`config.mk`:
```
export PLATFORM = sky130hd
export DESIGN_NAME = lip_io_port
export DESIGN_NICKNAME = d
export VERILOG_FILES = /design/src/common/lip_pkg.sv /design/src/verilog/lip_pin_sync.sv /design/src/verilog/lip_serial_port.sv /design/src/verilog/lip_io_port.sv
export SDC_FILE = /design/constraint.sdc
export NUM_CORES = 1
export LEC_CHECK = 0
export ABC_AREA = 1
export BUFFER_PORTS_ARGS = -buffer_cell sky130_fd_sc_hd__buf_2
export CAP_MARGIN = 25
export CELL_PAD_IN_SITES_DETAIL_PLACEMENT = 0
export CELL_PAD_IN_SITES_GLOBAL_PLACEMENT = 2
export CORE_MARGIN = 3
export CORE_UTILIZATION = 37
export CTS_CLUSTER_SIZE = 40
export DETAILED_ROUTE_END_ITERATION = 8
export GPL_TIMING_DRIVEN = 0
export PLACE_DENSITY = 0.95
export SETUP_SLACK_MARGIN = 0.3
export SKIP_LAST_GASP = 1
export SLEW_MARGIN = 10
export SYNTH_ARGS = -nofsm -noshare
export SYNTH_HDL_FRONTEND = slang
export SYNTH_SLANG_ARGS = --single-unit
```
`constraint.sdc`:
```
create_clock -name clk_sys_i -period 4.6 [get_ports clk_sys_i]
set_clock_uncertainty 0.1 [all_clocks]
set_input_delay 0.69 -clock clk_sys_i [delete_from_list [all_inputs] [get_ports clk_sys_i]]
set_output_delay 0.69 -clock clk_sys_i [all_outputs]
set_load 0.02 [all_outputs]
```
`src/common/lip_pkg.sv`:
```
// Purpose: Shared constants and types of the line interface I/O port.
// Assumes: 40 MHz system clock; registers reached over the serial control port.
// Notes:   Offsets are 7-bit register addresses as sent in the first byte.

package lip_pkg;

   // ***************************************************
   // Register addresses
   // ***************************************************
   localparam logic [6:0] ADDR_PIN_WAY_LOW    = 7'h00;
   localparam logic [6:0] ADDR_PIN_WAY_HIGH   = 7'h01;
   localparam logic [6:0] ADDR_LINE0_LOW      = 7'h02;
   localparam logic [6:0] ADDR_LINE3_HIGH     = 7'h09;
   localparam logic [6:0] ADDR_SETUP_REGISTER = 7'h20;

   // ***************************************************
   // Field layout and reset values
   // ***************************************************
   localparam int         PIN_W          = 12;
   localparam int         LOW_W          = 8;
   localparam int         HIGH_W         = 4;
   localparam int         NUM_LINES      = 4;
   localparam int         STROBE_W       = 4;
   localparam int         FIXED_IO_BIT   = 4;
   localparam int         BYTE_BITS      = 8;
   localparam logic [11:0] VALUE_RESET   = 12'h000;
   localparam logic [7:0]  SETUP_RESET   = 8'h00;
   localparam logic [3:0]  HIGH_PAD      = 4'h0;
   localparam logic [3:0]  STROBES_IDLE  = 4'hF;
   localparam logic [3:0]  STROBES_DRIVE = 4'hF;

   // ***************************************************
   // Timing of the strobe scan
   // ***************************************************
   localparam int CLK_MHZ    = 40;
   localparam int STROBE_NS  = 1000;
   localparam int GAP_NS     = 250;
   localparam int STROBE_CYC = (STROBE_NS * CLK_MHZ + 999) / 1000;
   localparam int GAP_CYC    = (GAP_NS * CLK_MHZ + 999) / 1000;

   // ***************************************************
   // Enumerations
   // ***************************************************
   typedef enum logic {lip_scan_gap, lip_scan_strobe} lip_scan_t;
   typedef enum logic {lip_ph_addr, lip_ph_data} lip_phase_t;

   // True when an address names one of the line value bytes.
   function automatic logic lip_is_line(input logic [6:0] a);
      return (a >= ADDR_LINE0_LOW) && (a <= ADDR_LINE3_HIGH);
   endfunction : lip_is_line

   // Line number of a line value byte address.
   function automatic logic [1:0] lip_line_of(input logic [6:0] a);
      logic [6:0] off;
      off = a - ADDR_LINE0_LOW;
      return off[2:1];
   endfunction : lip_line_of

   // High byte of a 12-bit field; the upper nibble reads as zero.
   function automatic logic [7:0] lip_high_byte(input logic [11:0] f);
      return {HIGH_PAD, f[PIN_W-1:LOW_W]};
   endfunction : lip_high_byte

endpackage : lip_pkg

```
`src/verilog/lip_pin_sync.sv`:
```
// Purpose: Three-stage input synchroniser with agreement filter.
// Assumes: Inputs are asynchronous to clk_sys_i.
// Notes:   A change is taken once the second and third stages agree.

`timescale 1ns/1ps

module lip_pin_sync #(
   parameter int W = 19
) (
   // Clock and reset.
   input  wire logic         clk_sys_i,
   input  wire logic         reset_i,
   // Raw and filtered levels.
   input  wire logic [W-1:0] raw_i,
   output logic      [W-1:0] level_o
);

   typedef struct packed {
      logic [W-1:0] ff1;
      logic [W-1:0] ff2;
      logic [W-1:0] ff3;
      logic [W-1:0] q;
   } lip_sync_state_t;

   lip_sync_state_t sync_reg;
   lip_sync_state_t sync_next;
   logic [W-1:0]    agree;

   // The first stage feeds only the second, so a metastable bit never reaches logic.
   always_comb begin
      sync_next     = sync_reg;
      agree         = ~(sync_reg.ff2 ^ sync_reg.ff3);
      sync_next.ff1 = raw_i;
      sync_next.ff2 = sync_reg.ff1;
      sync_next.ff3 = sync_reg.ff2;
      sync_next.q   = (agree & sync_reg.ff3) | (~agree & sync_reg.q);
   end

   // State register.
   always_ff @(posedge clk_sys_i) begin
      if (reset_i) begin
         sync_reg <= '0;
      end else begin
         sync_reg <= sync_next;
      end
   end

   assign level_o = sync_reg.q;

endmodule : lip_pin_sync

```
`src/verilog/lip_serial_port.sv`:
```
// Purpose: Byte-framed serial control port giving register reads and writes.
// Assumes: Control clock, data and select already synchronised.
// Notes:   One address byte then one data byte; the select rises between bytes.

`timescale 1ns/1ps

module lip_serial_port (
   // Clock and reset.
   input  wire logic       clk_sys_i,
   input  wire logic       reset_i,
   // Synchronised serial lines.
   input  wire logic       cclk_i,
   input  wire logic       ci_i,
   input  wire logic       sel_n_i,
   output logic            co_o,
   output logic            co_oe_o,
   // Register access.
   output logic            wr_en_o,
   output logic [6:0]      addr_o,
   output logic [7:0]      wr_data_o,
   input  wire logic [7:0] rd_data_i
);

   typedef struct packed {
      lip_pkg::lip_phase_t ph;
      logic                cclk_d;
      logic                sel_d;
      logic [3:0]          cnt;
      logic [7:0]          sh;
      logic                rw;
      logic [6:0]          addr;
      logic [7:0]          osh;
      logic                co;
      logic                co_oe;
      logic                wr;
   } lip_ser_state_t;

   lip_ser_state_t ser_reg;
   lip_ser_state_t ser_next;

   // Bytes shift in MSB first on rising control clock and out on falling edges.
   always_comb begin
      ser_next        = ser_reg;
      ser_next.wr     = 1'b0;
      ser_next.cclk_d = cclk_i;
      ser_next.sel_d  = sel_n_i;
      if (ser_reg.sel_d && !sel_n_i) begin
         ser_next.cnt = 4'h0;
         if (ser_reg.ph == lip_pkg::lip_ph_data && ser_reg.rw) begin
            ser_next.co_oe = 1'b1;
            ser_next.co    = rd_data_i[7];
            ser_next.osh   = {rd_data_i[6:0], 1'b0};
         end
      end else if (!sel_n_i) begin
         if (!ser_reg.cclk_d && cclk_i && ser_reg.cnt != 4'hF) begin
            ser_next.sh  = {ser_reg.sh[6:0], ci_i};
            ser_next.cnt = ser_reg.cnt + 4'h1;
         end
         if (ser_reg.cclk_d && !cclk_i && ser_reg.co_oe) begin
            ser_next.co  = ser_reg.osh[7];
            ser_next.osh = {ser_reg.osh[6:0], 1'b0};
         end
      end else if (!ser_reg.sel_d && sel_n_i) begin
         // A byte with a wrong pulse count is dropped and the port waits for an address.
         ser_next.co_oe = 1'b0;
         ser_next.ph    = lip_pkg::lip_ph_addr;
         if (ser_reg.cnt == 4'(lip_pkg::BYTE_BITS)) begin
            if (ser_reg.ph == lip_pkg::lip_ph_addr) begin
               ser_next.rw   = ser_reg.sh[7];
               ser_next.addr = ser_reg.sh[6:0];
               ser_next.ph   = lip_pkg::lip_ph_data;
            end else if (!ser_reg.rw) begin
               ser_next.wr = 1'b1;
            end
         end
      end
   end

   // State register.
   always_ff @(posedge clk_sys_i) begin
      if (reset_i) begin
         ser_reg <= '0;
      end else begin
         ser_reg <= ser_next;
      end
   end

   assign co_o      = ser_reg.co;
   assign co_oe_o   = ser_reg.co_oe;
   assign wr_en_o   = ser_reg.wr;
   assign addr_o    = ser_reg.addr;
   assign wr_data_o = ser_reg.sh;

   chk_write_single : assert property (@(posedge clk_sys_i) disable iff (reset_i)
      wr_en_o |=> !wr_en_o) else $error("Write strobe lasted more than one cycle.");

endmodule : lip_serial_port

```
`src/verilog/lip_io_port.sv`:
```
// Purpose: Twelve-pin line interface port with four select strobes.
// Assumes: Registers are reached over the serial control port.
// Notes:   Control clock must stay well below a tenth of the system clock.

`timescale 1ns/1ps

module lip_io_port (
   // Clock and reset.
   input  wire logic        clk_sys_i,
   input  wire logic        reset_i,
   // Serial control port.
   input  wire logic        ctl_clk_i,
   input  wire logic        ctl_data_i,
   input  wire logic        ctl_sel_n_i,
   output logic             ctl_data_o,
   output logic             ctl_data_oe_o,
   // Line pins.
   input  wire logic [11:0] line_pin_i,
   output logic      [11:0] line_pin_o,
   output logic      [11:0] line_pin_oe_o,
   // Select strobes, active low in dynamic mode.
   input  wire logic [3:0]  slic_select_strobe_n_i,
   output logic      [3:0]  slic_select_strobe_n_o,
   output logic      [3:0]  slic_select_strobe_n_oe_o
);

   // ***************************************************
   // Local constants and state
   // ***************************************************
   localparam int         SYNC_W      = 19;
   localparam int         STROBE_HOLD = lip_pkg::STROBE_CYC;
   localparam logic [7:0] STROBE_INIT = 8'(lip_pkg::STROBE_CYC - 1);
   localparam logic [7:0] GAP_INIT    = 8'(lip_pkg::GAP_CYC - 1);

   typedef struct packed {
      logic [11:0]                       dir;
      logic [lip_pkg::NUM_LINES-1:0][11:0] val;
      logic [7:0]                        setup;
      lip_pkg::lip_scan_t                st;
      logic [1:0]                        ch;
      logic [7:0]                        cnt;
      logic [11:0]                       io_out;
      logic [11:0]                       io_oe;
      logic [3:0]                        sb_out;
      logic [3:0]                        sb_oe;
   } lip_core_state_t;

   lip_core_state_t core_reg;
   lip_core_state_t core_next;

   logic [SYNC_W-1:0] sync_level;
   logic [11:0]       pin_lvl;
   logic [3:0]        sb_lvl;
   logic              cclk_s;
   logic              ci_s;
   logic              sel_n_s;
   logic              wr_en;
   logic [6:0]        reg_addr;
   logic [7:0]        wr_data;
   logic [7:0]        rd_byte;
   logic              static_mode;
   logic [1:0]        wr_line;
   logic [1:0]        rd_line;

   // ***************************************************
   // Input synchronisers
   // ***************************************************

   // All pins and control lines share one filtered synchroniser bank.
   lip_pin_sync #(
      .W (SYNC_W)
   ) u_sync (
      .clk_sys_i (clk_sys_i),
      .reset_i   (reset_i),
      .raw_i     ({ctl_clk_i, ctl_data_i, ctl_sel_n_i, slic_select_strobe_n_i, line_pin_i}),
      .level_o   (sync_level)
   );

   // Split the filtered bank back into its groups.
   assign pin_lvl = sync_level[lip_pkg::PIN_W-1:0];
   assign sb_lvl  = sync_level[lip_pkg::PIN_W+lip_pkg::STROBE_W-1:lip_pkg::PIN_W];
   assign sel_n_s = sync_level[SYNC_W-3];
   assign ci_s    = sync_level[SYNC_W-2];
   assign cclk_s  = sync_level[SYNC_W-1];

   // ***************************************************
   // Serial control port
   // ***************************************************

   // The port decodes the address byte and hands over one data byte.
   lip_serial_port u_serial (
      .clk_sys_i (clk_sys_i),
      .reset_i   (reset_i),
      .cclk_i    (cclk_s),
      .ci_i      (ci_s),
      .sel_n_i   (sel_n_s),
      .co_o      (ctl_data_o),
      .co_oe_o   (ctl_data_oe_o),
      .wr_en_o   (wr_en),
      .addr_o    (reg_addr),
      .wr_data_o (wr_data),
      .rd_data_i (rd_byte)
   );

   // ***************************************************
   // Register read path
   // ***************************************************

   // Unmapped addresses read as zero.
   always_comb begin
      rd_byte = 8'h00;
      rd_line = lip_pkg::lip_line_of(reg_addr);
      if (reg_addr == lip_pkg::ADDR_PIN_WAY_LOW) begin
         rd_byte = core_reg.dir[lip_pkg::LOW_W-1:0];
      end else if (reg_addr == lip_pkg::ADDR_PIN_WAY_HIGH) begin
         rd_byte = lip_pkg::lip_high_byte(core_reg.dir);
      end else if (reg_addr == lip_pkg::ADDR_SETUP_REGISTER) begin
         rd_byte = core_reg.setup;
      end else if (lip_pkg::lip_is_line(reg_addr)) begin
         if (reg_addr[0]) begin
            rd_byte = lip_pkg::lip_high_byte(core_reg.val[rd_line]);
         end else begin
            rd_byte = core_reg.val[rd_line][lip_pkg::LOW_W-1:0];
         end
      end
   end

   // ***************************************************
   // Core next-state logic
   // ***************************************************

   // Writes are applied first, then pin capture overlays the input bits, so a
   // sampled pin level wins over a software write to an input bit.
   always_comb begin
      core_next   = core_reg;
      static_mode = core_reg.setup[lip_pkg::FIXED_IO_BIT];
      wr_line     = lip_pkg::lip_line_of(reg_addr);
      if (wr_en) begin
         if (reg_addr == lip_pkg::ADDR_PIN_WAY_LOW) begin
            core_next.dir[lip_pkg::LOW_W-1:0] = wr_data;
         end else if (reg_addr == lip_pkg::ADDR_PIN_WAY_HIGH) begin
            core_next.dir[lip_pkg::PIN_W-1:lip_pkg::LOW_W] = wr_data[lip_pkg::HIGH_W-1:0];
         end else if (reg_addr == lip_pkg::ADDR_SETUP_REGISTER) begin
            core_next.setup = wr_data;
         end else if (lip_pkg::lip_is_line(reg_addr)) begin
            if (reg_addr[0]) begin
               core_next.val[wr_line][lip_pkg::PIN_W-1:lip_pkg::LOW_W] = wr_data[lip_pkg::HIGH_W-1:0];
            end else begin
               core_next.val[wr_line][lip_pkg::LOW_W-1:0] = wr_data;
            end
         end
      end
      if (!static_mode) begin
         // Strobe scan: a gap, then one line's strobe for the hold time.
         case (core_reg.st)
            lip_pkg::lip_scan_gap: begin
               if (core_reg.cnt == 8'h00) begin
                  core_next.st  = lip_pkg::lip_scan_strobe;
                  core_next.cnt = STROBE_INIT;
               end else begin
                  core_next.cnt = core_reg.cnt - 8'h01;
               end
            end
            lip_pkg::lip_scan_strobe: begin
               if (core_reg.cnt == 8'h00) begin
                  // Last strobe cycle: sample the inputs of the selected line.
                  core_next.val[core_reg.ch] = (core_next.val[core_reg.ch] & core_reg.dir)
                                             | (pin_lvl & ~core_reg.dir);
                  core_next.ch  = core_reg.ch + 2'h1;
                  core_next.st  = lip_pkg::lip_scan_gap;
                  core_next.cnt = GAP_INIT;
               end else begin
                  core_next.cnt = core_reg.cnt - 8'h01;
               end
            end
            default: begin
               core_next.st  = lip_pkg::lip_scan_gap;
               core_next.cnt = GAP_INIT;
            end
         endcase
      end else begin
         // Static mode follows the pins every cycle; line 3 is left unused.
         core_next.st     = lip_pkg::lip_scan_gap;
         core_next.cnt    = GAP_INIT;
         core_next.val[0] = (core_next.val[0] & core_reg.dir)
                          | (pin_lvl & ~core_reg.dir);
         core_next.val[2][lip_pkg::STROBE_W-1:0] =
            (core_next.val[2][lip_pkg::STROBE_W-1:0] & core_reg.val[1][lip_pkg::STROBE_W-1:0])
          | (sb_lvl & ~core_reg.val[1][lip_pkg::STROBE_W-1:0]);
      end
      // Pin drivers.
      core_next.io_oe = core_next.dir;
      if (core_next.setup[lip_pkg::FIXED_IO_BIT]) begin
         core_next.io_out = core_next.val[0];
         core_next.sb_out = core_next.val[2][lip_pkg::STROBE_W-1:0];
         core_next.sb_oe  = core_next.val[1][lip_pkg::STROBE_W-1:0];
      end else begin
         // The next line's value is set up during the gap, ahead of its strobe.
         core_next.io_out = core_next.val[core_next.ch];
         core_next.sb_oe  = lip_pkg::STROBES_DRIVE;
         if (core_next.st == lip_pkg::lip_scan_strobe) begin
            core_next.sb_out = ~(4'h1 << core_next.ch);
         end else begin
            core_next.sb_out = lip_pkg::STROBES_IDLE;
         end
      end
   end

   // ***************************************************
   // State register
   // ***************************************************

   // High nibbles reset to zero as well, a legal choice for undefined bits.
   always_ff @(posedge clk_sys_i) begin
      if (reset_i) begin
         core_reg        <= '0;
         core_reg.val    <= {lip_pkg::NUM_LINES{lip_pkg::VALUE_RESET}};
         core_reg.setup  <= lip_pkg::SETUP_RESET;
         core_reg.st     <= lip_pkg::lip_scan_gap;
         core_reg.cnt    <= GAP_INIT;
         core_reg.sb_out <= lip_pkg::STROBES_IDLE;
         core_reg.sb_oe  <= lip_pkg::STROBES_DRIVE;
      end else begin
         core_reg <= core_next;
      end
   end

   // Every pin output comes straight from the state register.
   assign line_pin_o                = core_reg.io_out;
   assign line_pin_oe_o             = core_reg.io_oe;
   assign slic_select_strobe_n_o    = core_reg.sb_out;
   assign slic_select_strobe_n_oe_o = core_reg.sb_oe;

   // ***************************************************
   // Checks
   // ***************************************************

   chk_dir_low_write : assert property (@(posedge clk_sys_i) disable iff (reset_i)
      wr_en && reg_addr == lip_pkg::ADDR_PIN_WAY_LOW |=> line_pin_oe_o[7:0] == $past(wr_data))
      else $error("Direction low byte did not reach the pin enables.");

   chk_dir_high_write : assert property (@(posedge clk_sys_i) disable iff (reset_i)
      wr_en && reg_addr == lip_pkg::ADDR_PIN_WAY_HIGH |=> line_pin_oe_o[11:8] == $past(wr_data[3:0]))
      else $error("Direction high nibble did not reach the pin enables.");

   chk_mode_select : assert property (@(posedge clk_sys_i) disable iff (reset_i)
      wr_en && reg_addr == lip_pkg::ADDR_SETUP_REGISTER |=> static_mode == $past(wr_data[4]))
      else $error("Mode bit did not follow the setup write.");

   chk_one_strobe : assert property (@(posedge clk_sys_i) disable iff (reset_i)
      !static_mode |-> $countones(slic_select_strobe_n_o ^ lip_pkg::STROBES_IDLE) <= 1)
      else $error("More than one strobe active.");

   chk_strobe_width : assert property (@(posedge clk_sys_i) disable iff (reset_i)
      $fell(&slic_select_strobe_n_o) && !static_mode && !wr_en
      |-> ##STROBE_HOLD (&slic_select_strobe_n_o))
      else $error("Strobe did not last its hold time.");

   chk_dyn_capture : assert property (@(posedge clk_sys_i) disable iff (reset_i)
      !static_mode && !wr_en && core_reg.st == lip_pkg::lip_scan_strobe && core_reg.cnt == 8'h00
      |=> ((core_reg.val[$past(core_reg.ch)] ^ $past(pin_lvl)) & ~core_reg.dir) == 12'h000)
      else $error("Dynamic input capture lost a pin level.");

   chk_static_follow : assert property (@(posedge clk_sys_i) disable iff (reset_i)
      static_mode && !wr_en |=> ((core_reg.val[0] ^ $past(pin_lvl)) & ~core_reg.dir) == 12'h000)
      else $error("Static inputs did not follow the pins.");

   chk_static_drive : assert property (@(posedge clk_sys_i) disable iff (reset_i)
      static_mode && !wr_en |=> line_pin_o == core_reg.val[0] && line_pin_oe_o == core_reg.dir)
      else $error("Static outputs not driven from line 0.");

   chk_strobe_pins : assert property (@(posedge clk_sys_i) disable iff (reset_i)
      static_mode && !wr_en |=> slic_select_strobe_n_oe_o == core_reg.val[1][3:0]
                             && slic_select_strobe_n_o == core_reg.val[2][3:0])
      else $error("Static strobe pins not steered by lines 1 and 2.");

   chk_strobe_input : assert property (@(posedge clk_sys_i) disable iff (reset_i)
      static_mode && !wr_en
      |=> ((core_reg.val[2][3:0] ^ $past(sb_lvl)) & ~core_reg.val[1][3:0]) == 4'h0)
      else $error("Static strobe inputs not stored in line 2.");

endmodule : lip_io_port

```
# Word-level counts from Yosys, hierarchy flattened
# Index checks and enable logic that the tools add are counted.
# word_totals
regBits	209
in_bits	21
out_inout_bits	34
# op_classes
add_sub_neg	4
n_lt_le_gt_ge	7
n_eq_ne	6
n_shift	1
mux	59
bitwise	26
reduce_logical	32
# op_table
op	n
48-bit two-way mux	5
48-bit bitwise mux	3
56-bit two-way mux	2
12-bit two-way mux	8
8-bit two-way mux	11
12-bit binary-select mux with 2-bit select	3
12-bit demux with 2-bit select	3
68-bit two-way mux	1
19-bit bitwise AND	2
19-bit NOT	2
12-bit bitwise AND	3
12-bit OR	2
10-bit two-way mux	2
20-bit two-way mux	1
19-bit OR	1
19-bit bitwise XOR	1
9-bit two-way mux	2
4-bit two-way mux	4
8-bit case mux with 2 select lines	1
3-bit AND reduction	5
12-bit NOT	1
1-bit logical AND	10
2-bit by 3-bit less-than comparator with 1-bit output, second input constant	3
1-bit NOT	9
30 further kinds	50

# Longest topological paths before layout
# depth
ltp_word	23
ltp_mapped	23

# Cells and area by module
# From an unflattened synthesis, not the netlist that was laid out.
# unflattened
hier_cells	1544
hier_area_um2	10731.5
# by_module_without_submodules
mod	n_inst	cells_each	area_each_um2	seq_area_each_um2
lip_io_port	1	1051	6650.1	1981.9
lip_pin_sync	1	274	2416.1	1521.5
lip_serial_port	1	219	1665.3	660.6

# Least setup slack after synthesis
# Ideal clock, no wire load.
# synth_path
kind	reg2reg
startpoint	reg u_serial.ser_reg, in the netlist u_serial.addr_o[1]
endpoint	reg core_reg, in the netlist line_pin_o[4]
arrival_time_ns	2.733
setup_slack_ns	1.634
path_stages_with_launch	21
n_path_buf	3
cell_sequence	dfxtp_1 -> inv_2 -> clkbuf_1 -> buf_1 -> ha_1 -> nand2_1 -> nand3_2 -> nand3_4 -> nor2_8 -> nand2_4 -> buf_6 -> o21ai_2 -> nand2_1 -> nand3_1 -> nand2_1 -> nand2_1 -> nand3_1 -> nand3_1 -> nand3_1 -> nand2_1 -> a21oi_2
# synth_via
elab_chain_len	23
word_cells_on_any_way	37
cone_classes	add/sub: 1; order compare: 4; eq/ne: 2; mux: 23; bitwise: 4; reduce/logical: 3
# synth_lines
item	line	text
start, declared	lip_serial_port.sv:38	lip_ser_state_t ser_reg;
start signal, assigned	lip_serial_port.sv:84	ser_reg <= ser_next;
3-bit by 2-bit subtractor with 3-bit output	lip_pkg.sv:55	off = a - ADDR_LINE0_LOW;
2-bit by 3-bit less-than comparator with 1-bit output (implied by the code) / 2-bit by 1-bit greater-or-equal comparator with 1-bit output (equally long branches)	lip_io_port.sv:149	core_next.val[wr_line][lip_pkg::LOW_W-1:0] = wr_data;
1-bit logical AND (implied by the code)	lip_io_port.sv:149	
8-bit two-way mux (implied by the code)	lip_io_port.sv:149	
12-bit demux with 2-bit select	lip_io_port.sv:149	
48-bit bitwise mux	lip_io_port.sv:149	
48-bit two-way mux	lip_io_port.sv:146	if (reg_addr[0]) begin
48-bit two-way mux	lip_io_port.sv:145	end else if (lip_pkg::lip_is_line(reg_addr)) begin
[... 7 more ...]	-	
12-bit OR	lip_io_port.sv:168	| (pin_lvl & ~core_reg.dir);
48-bit bitwise mux	lip_io_port.sv:167	core_next.val[core_reg.ch] = (core_next.val[core_reg.ch] & core_reg.dir)
48-bit two-way mux	lip_io_port.sv:165	if (core_reg.cnt == 8'h00) begin
48-bit two-way mux	lip_io_port.sv:155	case (core_reg.st)
12-bit two-way mux / 20-bit two-way mux (equally long branches)	lip_io_port.sv:153	if (!static_mode) begin
12-bit binary-select mux with 2-bit select	lip_io_port.sv:199	core_next.io_out = core_next.val[core_next.ch];
12-bit two-way mux (implied by the code)	lip_io_port.sv:199	
12-bit two-way mux *	lip_io_port.sv:193	if (core_next.setup[lip_pkg::FIXED_IO_BIT]) begin
end signal, assigned	lip_io_port.sv:224	core_reg <= core_next;
end, declared	lip_io_port.sv:48	lip_core_state_t core_reg;
# Mark *: on every way between the ends. The rest lies on a longest branch, timed or not. The select of a mux whose other input is x is not followed.
# A chain may end at the register's enable or synchronous reset.

# Worst setup path after layout
# layout_path
startpoint	reg core_reg[40] in the netlist's numbering
endpoint	reg core_reg, in the netlist line_pin_o[0]
# layout_via
elab_chain_len	11
word_cells_on_any_way	23
cone_classes	add/sub: 1; order compare: 2; mux: 17; bitwise: 2; reduce/logical: 1
# layout_lines
item	line
2-bit by 3-bit less-than comparator with 1-bit output (implied by the code), or another cell as far along	lip_io_port.sv:167
1-bit logical AND (implied by the code) / 12-bit two-way mux (equally long branches)	lip_io_port.sv:167
12-bit two-way mux (implied by the code) / 12-bit bitwise AND (equally long branches)	lip_io_port.sv:167
12-bit demux with 2-bit select / 12-bit OR (equally long branches)	lip_io_port.sv:167, lip_io_port.sv:168
48-bit bitwise mux	lip_io_port.sv:167
48-bit two-way mux	lip_io_port.sv:165
48-bit two-way mux	lip_io_port.sv:155
12-bit two-way mux, or another cell as far along	lip_io_port.sv:153
12-bit binary-select mux with 2-bit select	lip_io_port.sv:199
12-bit two-way mux (implied by the code)	lip_io_port.sv:199
12-bit two-way mux *	lip_io_port.sv:193
# Marks and branches as above.

==> flow_summary.json <==
{
  "grt_max_degree": 15,
  "drt-total-wl_um": 39300,
  "ys_types": 48,
  "cap_violations": 0,
  "synth-edff-count": 0,
  "setup_viol": 0,
  "synth_top_family_by_area": "simple AND/OR/NAND/NOR gates",
  "insertion_delay_ns": 0.53,
  "clockBufferDepth": 3,
  "p_total_w": 0.00427,
  "drt_iter0_drc": 1102,
  "fin_tns_setup_ns": 0,
  "synth.area.top_cells": "dfxtp_1 40%, nand2_1 12%, nand3_1 11%, inv_1 6.4%, o21ai_0 5.3%",
  "rsz0062_at_grt": "no",
  "fillCellCount": 2981,
  "syn_area_um2": 10500,
  "gr-total-overflow": 0,
  "ys_seq_area_share_pct": 39.6,
  "core_area_um2": 27900,
  "reg2reg_from": "core_reg[40]",
  "fp.dieH_um": 175,
  "crit_start": "core_reg[40]",
  "synthSimpleGateAreaFrac_pct": 30.8,
  "combPwrFrac_pct": 3.1,
  "ctsHoldBuffers": 0,
  "io_pins": 55,
  "place_area_um2": 11300,
  "cts_buffers": 24,
  "regArea_um2": 4160,
  "pre_cts_slack_ns": 0.323,
  "p_int_w": 0.00334,
  "hp-class": "in2reg",
  "crit_end": "line_pin_o[0]",
  "fmax_mhz": 248,
  "cts_tree": "done",
  "p_leak_nw": 5.24,
  "status": "finished clean",
  "synth_top_cell_by_area": "dfxtp_1",
  "die_area_um2": 30500,
  "critPathArrivalTime_ns": 4.31,
  "synthAdderAreaFrac_pct": 1.78,
  "syn_to_final_growth_pct": 16.1,
  "worstRegToRegCells": 11,
  "cp.required_ns": 4.88,
  "p_sw_share_pct": 21.8,
  "drv_slew": 0,
  "end_kind": "register",
  "cp-start-kind": "register",
  "vias": 10582,
  "ys.flop_type": "dfxtp_1",
  "setup_slack_ns": 0.570,
  "synth.area.mux_share_pct": 0,
  "finalInstanceArea_um2": 12200,
  "hpwl_um": 29800,
  "finalHoldViolCount": 0,
  "diodes": 0,
  "yosysMostFrequentCell": "nand2_1",
  "start_util_pct": 37.7,
  "finalCritPeriodShare_pct": 87.6,
  "io_buffers": 53,
  "slew_headroom_pct": 39.9,
  "synth_top_area_share_pct": 39.6,
  "powerDensity_nw_per_um2": 350,
  "grt_pass1_wl_um": 59500,
  "multi_input_area_um2": 5070,
  "clk_pin_slew_ns": 0.06,
  "largest_register_ffs": 67,
  "p_switching_w": 0.000932,
  "clkSinkCount": 208,
  "wl_per_cell_um": 19.4,
  "synth-seq-cells": 208,
  "synth.avg_cell_area_um2": 6.76,
  "grt_pass1_vias": 10137,
  "cts_root_buffer": "clkbuf_16",
  "synthTopCellsByCount": "329 x nand2_1, 236 x nand3_1, 208 x dfxtp_1, 180 x inv_1, 148 x nor2_1",
  "synthXorXnorAreaFrac_pct": 0.583,
  "power_frac_clock_pct": 53.5,
  "fin_crit_ns": 4.03,
  "gp_congestion": 0.975,
  "drive_gt1_share_pct": 11.2,
  "die_x_um": 175,
  "syn_inst": 1557,
  "async_reset_ff_share_pct": 0,
  "core.rowCount": 61,
  "viasPerCell": 5.21,
  "worstReg2RegEnd": "line_pin_o[0]",
  "drtAntennaViolNets": 0,
  "rrSetupSlack_ns": 0.57,
  "vdd_drop_max_uv": 293,
  "worstMarginPinSlew_ns": 0.901,
  "track_usage_pct": 25.3,
  "crit_type": "reg2reg",
  "drt-pass1-iter-count": 6,
  "drc": 0,
  "antenna_found_initial": 0,
  "cp_max_fo": 11,
  "final_nets": 1672,
  "syn-num-nets": 1593,
  "p_seq_share_pct": 43.4,
  "htreeDepth": 1,
  "ys_warn_count": 0,
  "synth_compound_area_share_pct": 15.0
}
[worst max-delay path: stages (launching register included)]
cell	delay, ns
dfxtp_1	0.35
clkbuf_1	0.43
inv_2	0.15
clkbuf_1	0.43
ha_1	0.36
nand2_1	0.35
clkinv_1	0.49
clkbuf_1	0.50
o211ai_1	0.36
nand2_1	0.17
nand2_1	0.11
a21oi_2	0.06
[area by class of cell]
class,count,share of cell area (%)
repair buffers,53,2.17
well taps,378,3.87
clock buffers,31,5.63
flip-flops and latches,208,34.1
multi-input cells,1055,41.5
plain buffers,106,4.77
inverters,188,5.78
clock inverters,13,2.14
[how the worst min path moves through the flow]
stage | cells after the start | startpoint | endpoint | slack [ns]
after floorplan | 1 | core_reg[32] | core_reg[32] | 0.27
after global placement | 1 | core_reg[32] | core_reg[32] | 0.27
after detailed placement | 1 | core_reg[32] | core_reg[32] | 0.29
after CTS | 3 | line_pin_i[8] | u_sync.sync_next[46] | 0.26
after global routing | 3 | line_pin_i[11] | u_sync.sync_next[49] | 0.26
final | 3 | line_pin_i[8] | u_sync.sync_next[46] | 0.27
[per-stage QoR]
step | cells | hold WS, ns | util (%)
floorplan | 1557 | 0.265 | -
global placement | 1988 | 0.274 | 40.3
detailed placement | 1988 | 0.286 | 40.3
CTS | 2032 | 0.258 | 43.7
global route | 2032 | 0.256 | 43.7
finish | 2032 | 0.265 | 43.7
[layer usage]
layer	vias up	wire, um	share of wire [%]	GRT usage, %
met4	0	1880	4.8	11.1
met2	411	17500	44	41.0
met5	-	0	0	0
met1	4869	17300	44	34.1
li1	5206	-	-	-
met3	96	2740	7.0	3.04
[cell families after synthesis]
kind of cell    Yosys count
compound gates          285
xor+xnor                  7
fa+ha+maj                15
buf+inv                 294
flops                   208
simple gates            748
[power by group through the flow]
stage / registers [W] / logic [W] / clock network, W
after floorplan: 0.00189 / 0.0000922 / 0
after global placement: 0.00189 / 0.000132 / 0
after CTS: 0.00185 / 0.000135 / 0.00231
after global routing: 0.00186 / 0.000153 / 0.00239
final: 0.00185 / 0.000134 / 0.00228
after detailed placement: 0.00189 / 0.000135 / 0
[cell usage in the layout, fill, tap and decap left out, types with 17 or more instances in the layout]
| master | n |
|---|---|
| nand2_1 | 329 |
| nand3_1 | 236 |
| dfxtp_1 | 208 |
| inv_1 | 180 |
| nor2_1 | 148 |
| o21ai_0 | 111 |
| a21oi_1 | 108 |
| buf_2 | 64 |
| clkbuf_1 | 47 |
| buf_4 | 37 |
| clkbuf_16 | 25 |
| a211oi_1 | 17 |
[repair_timing]
item                                    CTS  global route
setup buffers                             0             0
endpoints found under the setup margin    0            24
gates resized for setup                   0             3
No activity file was read; power rests on OpenSTA's default activity.
